### src/hdl/pwm_gate_defines.svh
`ifndef PWM_GATE_DEFINES_SVH
`define PWM_GATE_DEFINES_SVH

// Controller side defaults
`define PERIOD_CYCLES_DEF 16'h0100
`define DUTY_MAX_DEF 16'h0080
`define SOFT_STEP_DEF 16'h0001
`define FLAG_LIMIT_DEF 8'h03
`define HICCUP_CYCLES_DEF 16'h1000

`endif

### src/hdl/pwm_gate_pkg.sv
package pwm_gate_pkg;
	typedef enum logic [1:0] {
		CTL_WAIT_READY = 2'b00,
		CTL_RUN = 2'b01,
		CTL_HICCUP = 2'b10,
		CTL_LATCHED = 2'b11
	} ctl_state_t;
endpackage : pwm_gate_pkg

### src/hdl/pwm_gate_if.sv
`timescale 1ns/10ps
`default_nettype none
interface pwm_gate_if;
	logic pulse_train;
	logic current_limit_flag;
	modport device (input pulse_train, output current_limit_flag);
	modport controller (output pulse_train, input current_limit_flag);
endinterface : pwm_gate_if
`default_nettype wire

### src/hdl/push_pull_pwm_gate_logic.sv
`timescale 1ns/10ps
`default_nettype none
`include "pwm_gate_defines.svh"
// Operation
// - Pulse train low holds both gates off
// - Each rising edge while ready starts new period
// - Pulse high time bounds duty cycle
// - Ignore pulses until reference and supplies good
// - Overcurrent ends pulse, sets flag
// - Flag high until reference and supplies are good
// - Controller waits for flag low first
// - Controller soft starts duty, fixed frequency
// - Controller chooses current limit response
// - Gates alternate periods, never both on
// - Flag clears on edge after clean pulse
module push_pull_pwm_gate_logic
	import pwm_gate_pkg::*;
(
	input wire logic clk_sys,
	input wire logic rst_n,
	pwm_gate_if.device link,
	input wire logic ref_good,
	input wire logic supplies_good,
	input wire logic pwm_trip,
	input wire logic limit_trip,
	output logic [1:0] gate_drive_output
);
	logic [2:0] pt_sync_reg;
	logic [2:0] pwm_sync_reg;
	logic [2:0] lim_sync_reg;
	logic pt_reg;
	logic pwm_reg;
	logic lim_reg;
	logic ready_reg;
	logic phase_reg;
	logic active_reg;
	logic clean_reg;
	logic flag_reg;
	logic first_ready_reg;
	logic pt_rise;
	logic pt_now;
	logic pwm_now;
	logic lim_now;

	always_ff @(posedge clk_sys or negedge rst_n) begin
		if (!rst_n) begin
			pt_sync_reg <= 3'h0;
			pwm_sync_reg <= 3'h0;
			lim_sync_reg <= 3'h0;
		end else begin
			pt_sync_reg <= {pt_sync_reg[1:0], link.pulse_train};
			pwm_sync_reg <= {pwm_sync_reg[1:0], pwm_trip};
			lim_sync_reg <= {lim_sync_reg[1:0], limit_trip};
		end
	end

	// Filtered levels: change once stages two and three agree
	always_ff @(posedge clk_sys or negedge rst_n) begin
		if (!rst_n) begin
			pt_reg <= 1'b0;
			pwm_reg <= 1'b0;
			lim_reg <= 1'b0;
		end else begin
			if (pt_sync_reg[1] == pt_sync_reg[2])
				pt_reg <= pt_sync_reg[2];
			if (pwm_sync_reg[1] == pwm_sync_reg[2])
				pwm_reg <= pwm_sync_reg[2];
			if (lim_sync_reg[1] == lim_sync_reg[2])
				lim_reg <= lim_sync_reg[2];
		end
	end

	assign pt_now = (pt_sync_reg[1] == pt_sync_reg[2]) ? pt_sync_reg[2] : pt_reg;
	assign pwm_now = (pwm_sync_reg[1] == pwm_sync_reg[2]) ? pwm_sync_reg[2] : pwm_reg;
	assign lim_now = (lim_sync_reg[1] == lim_sync_reg[2]) ? lim_sync_reg[2] : lim_reg;
	assign pt_rise = pt_now && !pt_reg && ready_reg;

	// Ready once reference and supplies are good
	always_ff @(posedge clk_sys or negedge rst_n) begin
		if (!rst_n)
			ready_reg <= 1'b0;
		else
			ready_reg <= ref_good && supplies_good;
	end

	// Period start, phase toggle and pulse termination
	always_ff @(posedge clk_sys or negedge rst_n) begin
		if (!rst_n) begin
			active_reg <= 1'b0;
			phase_reg <= 1'b0;
		end else if (!ready_reg) begin
			active_reg <= 1'b0;
		end else if (pt_rise) begin
			active_reg <= !lim_now && !pwm_now;
			phase_reg <= !phase_reg;
		end else if (!pt_now || pwm_now || lim_now) begin
			active_reg <= 1'b0;
		end
	end

	// Gate steering, gated by pulse level and trips combinationally
	always_comb begin
		gate_drive_output = 2'h0;
		if (active_reg && pt_now && !pwm_now && !lim_now && ready_reg) begin
			if (phase_reg)
				gate_drive_output = 2'h1;
			else
				gate_drive_output = 2'h2;
		end
	end

	// Period was clean: a gate was on and limit never tripped
	always_ff @(posedge clk_sys or negedge rst_n) begin
		if (!rst_n)
			clean_reg <= 1'b0;
		else if (pt_rise)
			clean_reg <= 1'b0;
		else if (lim_now)
			clean_reg <= 1'b0;
		else if (gate_drive_output != 2'h0)
			clean_reg <= 1'b1;
	end

	// Flag: set wins over clear
	always_ff @(posedge clk_sys or negedge rst_n) begin
		if (!rst_n)
			flag_reg <= 1'b1;
		else if (!ready_reg)
			flag_reg <= 1'b1;
		else if (lim_now && active_reg)
			flag_reg <= 1'b1;
		else if (pt_rise && clean_reg)
			flag_reg <= 1'b0;
		else if (flag_reg && !clean_reg && !active_reg && !pt_now && first_ready_reg)
			flag_reg <= 1'b0;
	end

	always_ff @(posedge clk_sys or negedge rst_n) begin
		if (!rst_n)
			first_ready_reg <= 1'b1;
		else if (!ready_reg)
			first_ready_reg <= 1'b1;
		else if (flag_reg && first_ready_reg)
			first_ready_reg <= 1'b0;
	end

	assign link.current_limit_flag = flag_reg;
endmodule : push_pull_pwm_gate_logic
`default_nettype wire

### src/flat_wrapper.sv
// flat-port wrapper written by rule: the top's interface ports become plain ports
module push_pull_pwm_gate_logic_flat import pwm_gate_pkg::*;
  (clk_sys, rst_n, ref_good, supplies_good, pwm_trip, limit_trip, gate_drive_output, link_pulse_train, link_current_limit_flag);
  pwm_gate_if link_i ();
  input wire logic clk_sys;
  input wire logic rst_n;
  input wire logic ref_good;
  input wire logic supplies_good;
  input wire logic pwm_trip;
  input wire logic limit_trip;
  output logic [1:0] gate_drive_output;
  input wire logic [$bits(link_i.pulse_train)-1:0] link_pulse_train;
  output wire logic [$bits(link_i.current_limit_flag)-1:0] link_current_limit_flag;
  assign link_i.pulse_train = link_pulse_train;
  assign link_current_limit_flag = link_i.current_limit_flag;
  push_pull_pwm_gate_logic u_core (.clk_sys(clk_sys), .rst_n(rst_n), .link(link_i), .ref_good(ref_good), .supplies_good(supplies_good), .pwm_trip(pwm_trip), .limit_trip(limit_trip), .gate_drive_output(gate_drive_output));
endmodule
### config.mk
export PLATFORM = sky130hd
export DESIGN_NAME = push_pull_pwm_gate_logic_flat
export DESIGN_NICKNAME = d
export VERILOG_FILES = /design/src/hdl/pwm_gate_pkg.sv /design/src/hdl/pwm_gate_if.sv /design/src/hdl/push_pull_pwm_gate_logic.sv /design/src/flat_wrapper.sv
export VERILOG_INCLUDE_DIRS = /design/src /design/src/hdl
export SDC_FILE = /design/constraint.sdc
export NUM_CORES = 1
export LEC_CHECK = 0
export BUFFER_PORTS_ARGS = -buffer_cell sky130_fd_sc_hd__buf_4
export CAP_MARGIN = 5
export CORE_UTILIZATION = 45
export DETAILED_ROUTE_END_ITERATION = 8
export MAX_ROUTING_LAYER = met4
export PLACE_DENSITY = 0.68
export SYNTH_ARGS = -nofsm -noshare
export SYNTH_HDL_FRONTEND = slang
export SYNTH_SLANG_ARGS = --single-unit
### constraint.sdc
create_clock -name clk_sys -period 1.2 [get_ports clk_sys]
set_clock_uncertainty 0.05 [all_clocks]
set_input_delay 0.06 -clock clk_sys [delete_from_list [all_inputs] [get_ports clk_sys]]
set_output_delay 0.06 -clock clk_sys [all_outputs]
set_load 0.03 [all_outputs]
; ---- After elaboration in Yosys (flattened, before gate mapping)
; Index checks and enable logic that the tools add are counted.
[totals]
reg_bits = 18
inputBits = 7
out_inout_bits = 3
elab_cells = 62
[classes]
n_eq_ne = 6
n_mux = 17
n_reduce_logical = 27
[op_table]
columns = operator, n
row1 = $logic_and 1x1->1, 15
row2 = $mux 1, 15
row3 = $logic_not 1->1, 7
row4 = $mux 2, 2
row5 = $ne 4x4->1 const B, 1
row6 = $eq 1x1->1, 3
row7 = $ne 3x3->1 const B, 1
row8 = $reduce_bool 3->1, 1
row9 = $logic_or 1x1->1, 2
row10 = $ne 2x2->1 const B, 1
row11 = $reduce_and 2->1, 1
row12 = $reduce_bool 2->1, 1

; ---- Logic depth before layout (Yosys ltp)
[depth]
depth_word = 11
ltp_mapped = 3
mapped_depth_nobuf = 3

; ---- Least setup slack after synthesis
; OpenSTA, ideal clock, no wires.
[synth_timing]
path_kind = register -> output
from = reg u_core.lim_reg
to = out gate_drive_output[0]
arrival_time_ns = 1.596
required_time_ns = 1.090
slack_ns = -0.506
path_stages_with_launch = 4
n_path_buf = 0
cell_sequence = dfrtp_1 -> maj3_2 -> or2_1 -> nor3_1
[synth_via]
elab_chain_cells = 5
[synth_rtl]
columns = item, line
row1 = start: declaration, push_pull_pwm_gate_logic.sv:33  ; logic lim_reg;
row2 = start signal: assignment, push_pull_pwm_gate_logic.sv:69  ; lim_reg <= lim_sync_reg[2];
row3 = $mux 1, push_pull_pwm_gate_logic.sv:75  ; assign lim_now = (lim_sync_reg[1] == lim_sync_reg[2]) ? lim_sync_reg[2] : lim_reg;
row4 = named net u_core.lim_now, push_pull_pwm_gate_logic.sv:43  ; logic lim_now;
row5 = $logic_not 1->1, push_pull_pwm_gate_logic.sv:104  ; if (active_reg && pt_now && !pwm_now && !lim_now && ready_reg) begin
row6 = $logic_and 1x1->1 (2 in a row), push_pull_pwm_gate_logic.sv:104
row7 = $mux 2, push_pull_pwm_gate_logic.sv:104
row8 = end: declaration, flat_wrapper.sv:11  ; output logic [1:0] gate_drive_output;
; The timed path passes the listed nets, and every way through them passes these cells.

; ---- Worst setup path after layout
[layout_timing]
from = reg u_core.lim_sync_reg[2]
to = out gate_drive_output[1]
[layout_via]
elab_chain_cells = 6
[layout_rtl]
columns = item, line
row1 = start: declaration, push_pull_pwm_gate_logic.sv:30  ; logic [2:0] lim_sync_reg;
row2 = start signal: assignment, push_pull_pwm_gate_logic.sv:53  ; lim_sync_reg <= {lim_sync_reg[1:0], limit_trip};
row3 = $eq 1x1->1, push_pull_pwm_gate_logic.sv:75
row4 = $mux 1 (*), push_pull_pwm_gate_logic.sv:75
row5 = named net u_core.lim_now, push_pull_pwm_gate_logic.sv:43
row6 = $logic_not 1->1 (*), push_pull_pwm_gate_logic.sv:104
row7 = $logic_and 1x1->1 (*) (2 in a row), push_pull_pwm_gate_logic.sv:104
row8 = $mux 2 (*), push_pull_pwm_gate_logic.sv:104
; Mark *: on every way through the listed nets, which the timed path passes. The rest lies on a longest branch.

==> metrics <==
sequential fraction of the synthesis area roughly three quarters; CTS clock-pin slew for the worst setup and hold paths roughly 100 ps; maxcap violations 0; Yosys top cell area share approximately two thirds; initial drt markers 1; register area 453 µm²; VDD IR max ~0.96 mV; Routed WL 1090 µm; routed vias/inst roughly 4.9; CTS tree built; Pleak slightly above 0.4 nW; vias in the first global route between 300 and 400; Final ANT Viol Nets 0; CTS Buf Count 3; Site Rows 12; post-synth net total 47; htree depth 1; Antenna diodes 0; RSZ-0062 raised after global routing yes; CP required ~1100 ps; Avg Cell Area, Syn between 15 and 20 µm²; gr usage total 19.5%; Main synth FF type dfrtp_1; Die Span Y 39.1 µm; r2r worst-path depth 5; minimum clock period after layout 1670 ps; DP HPWL 723 µm; Initial Utilization 52.1%; first-pass GRT wire length roughly 1700 µm; drt pass-1 iters 2; CORE AREA 1190 µm²; most frequent cell after synthesis dfrtp_1; #FFs+latches synth 18; Die Width 39.1 µm; leading cell types by count after synthesis dfrtp_1 (16), inv_1 (4), maj3_2 (3); CP Capture Type output port; Mapped Cells 40; WS Path Type reg -> out; worst-case clock buffer depth 2; final global-route overflow total 0; Async SR Flop Fraction between 90% and 100%; pwr dens about 1400 nW/µm²; Slew @ Worst Pin 221 ps; yosys warns 0; TNS Setup -1360 ps; Area Overhead vs Synth 47.0%; RD Place Congestion 0.713; largest area contributor in the netlist dfrtp_1; CP startpoint kind register; clk sink count 18; Post-synth EDFFs 0; CTS root buf clkbuf_4; I/O Buffers 9; initial antenna violation count 0; via count ~390; Arrival @ worst endpoint roughly 1600 ps; total I/O pin count 10; pin count of the biggest net entering global routing 19; status complete, but fails checks; share of cells above drive strength 1 between 50% and 60%; failing checks setup timing; worst-path fanout max 3; setup violators final 4; synth top area cells dfrtp_1 (65%), dfstp_2 (8.5%), maj3_2 (5.5%); fin crit share 139%; DRC Markers 0; setup slack after layout -471 ps; multi-input logic area 195 µm²; Routed WL per cell 13.6 µm; Synth Cell Area 618 µm²; f_max 598 MHz; Die Area 1530 µm²; worst min-delay path class in -> async; post-synth cell types 16; worst skew pair latency 290 ps; pins over their slew limit 0; hold slack 105 ps; Fill cells 69; Slew headroom 85.3%; Fin. Hold Viols 0; Final #Nets 74
[layout by cell type, fill, tap and decap left out, drive strengths merged]
cell,count
and2,2
nor3,2
nor4,1
nand4b,1
nand3,1
dlygate4sd3,6
buf,16
o211ai,1
a21oi,1
maj3,3
inv,4
a2111oi,1
dfstp,2
or2,1
o21ai,2
nand2,1
clkbuf,4
dfrtp,16
xnor2,1
[kinds of logic (layout without fill, tap and decap cells)]
kind of cell / after synthesis / after routing / synth area share [%]
AO/OA/AOI/OAI: 5 / 5 / 8.10
XOR/XNOR: 1 / 1 / 1.42
adder cells (fa/ha/maj): 3 / 3 / 5.47
buffers and inverters: 4 / 30 / 2.43
flip-flops: 18 / 18 / 73.3
AND/OR/NAND/NOR: 9 / 9 / 9.31
[stage by stage]
stage	power, mW	instance area, µm²	setup WS (ps)	cells	util, %
2_1_floorplan	0.778	651	-188	40	-
3_3_place_gp	0.831	766	-177	67	64.6
3_5_place_dp	0.840	766	-221	67	64.6
4_1_cts	1.24	901	-478	79	75.9
5_1_grt	1.29	908	-540	80	76.6
6_report	1.23	908	-471	80	76.6
[worst max-delay path, stage by stage (launching register included)]
cell and delay [ps]:
dfrtp_1 390, maj3_2 320, or2_4 290, nor3_4 130, buf_6 150
[per-layer routing]
| metal | GRT usage (%) | wire length, µm |
|---|---|---|
| met1 | 20.1 | 460 |
| met2 | 33.8 | 575 |
| met3 | 10.4 | 52 |
| met4 | 2.59 | 0 |
| met5 | - | 0 |
[timing repair]
item | 4_1_cts | 5_1_grt
hold buffers | 6 | 0
endpoints found under the setup margin | 5 | 5
pin swaps | 2 | 1
endpoints found under the hold margin | 22 | 0
resized for setup | 6 | 1
buffers inserted | 2 | 1
[worst paths after layout]
path	start	to	slack, ps
worst max-delay path	u_core.lim_sync_reg[2]	gate_drive_output[1]	-470
worst min-delay path	rst_n	u_core.pwm_sync_reg[2]	100
worst max register to register	u_core.pwm_reg	u_core.clean_reg	-260
worst min register to register	u_core.pwm_sync_reg[0]	u_core.pwm_sync_reg[1]	310
max in group asynchronous	rst_n	u_core.link.current_limit_flag	740
min in group clk_sys	u_core.pwm_sync_reg[0]	u_core.pwm_sync_reg[1]	310
[area by class of cell]
| class | instances | share of cell area (%) |
|---|---|---|
| sequential | 18 | 49.9 |
| inverter | 4 | 1.65 |
| clock buffer | 4 | 3.99 |
| tap | 14 | 1.93 |
| multi-input combinational | 18 | 21.5 |
| timing repair buffer | 22 | 21.1 |
[power by group]
group,leakage [nW],internal [mW],switching [mW],total [mW]
combinational,0.174,0.0889,0.0730,0.162
sequential,0.214,0.658,0.0461,0.704
clock,0.0210,0.185,0.176,0.361
total,0.409,0.931,0.295,1.23
No activity file was read; power rests on OpenSTA's default activity.
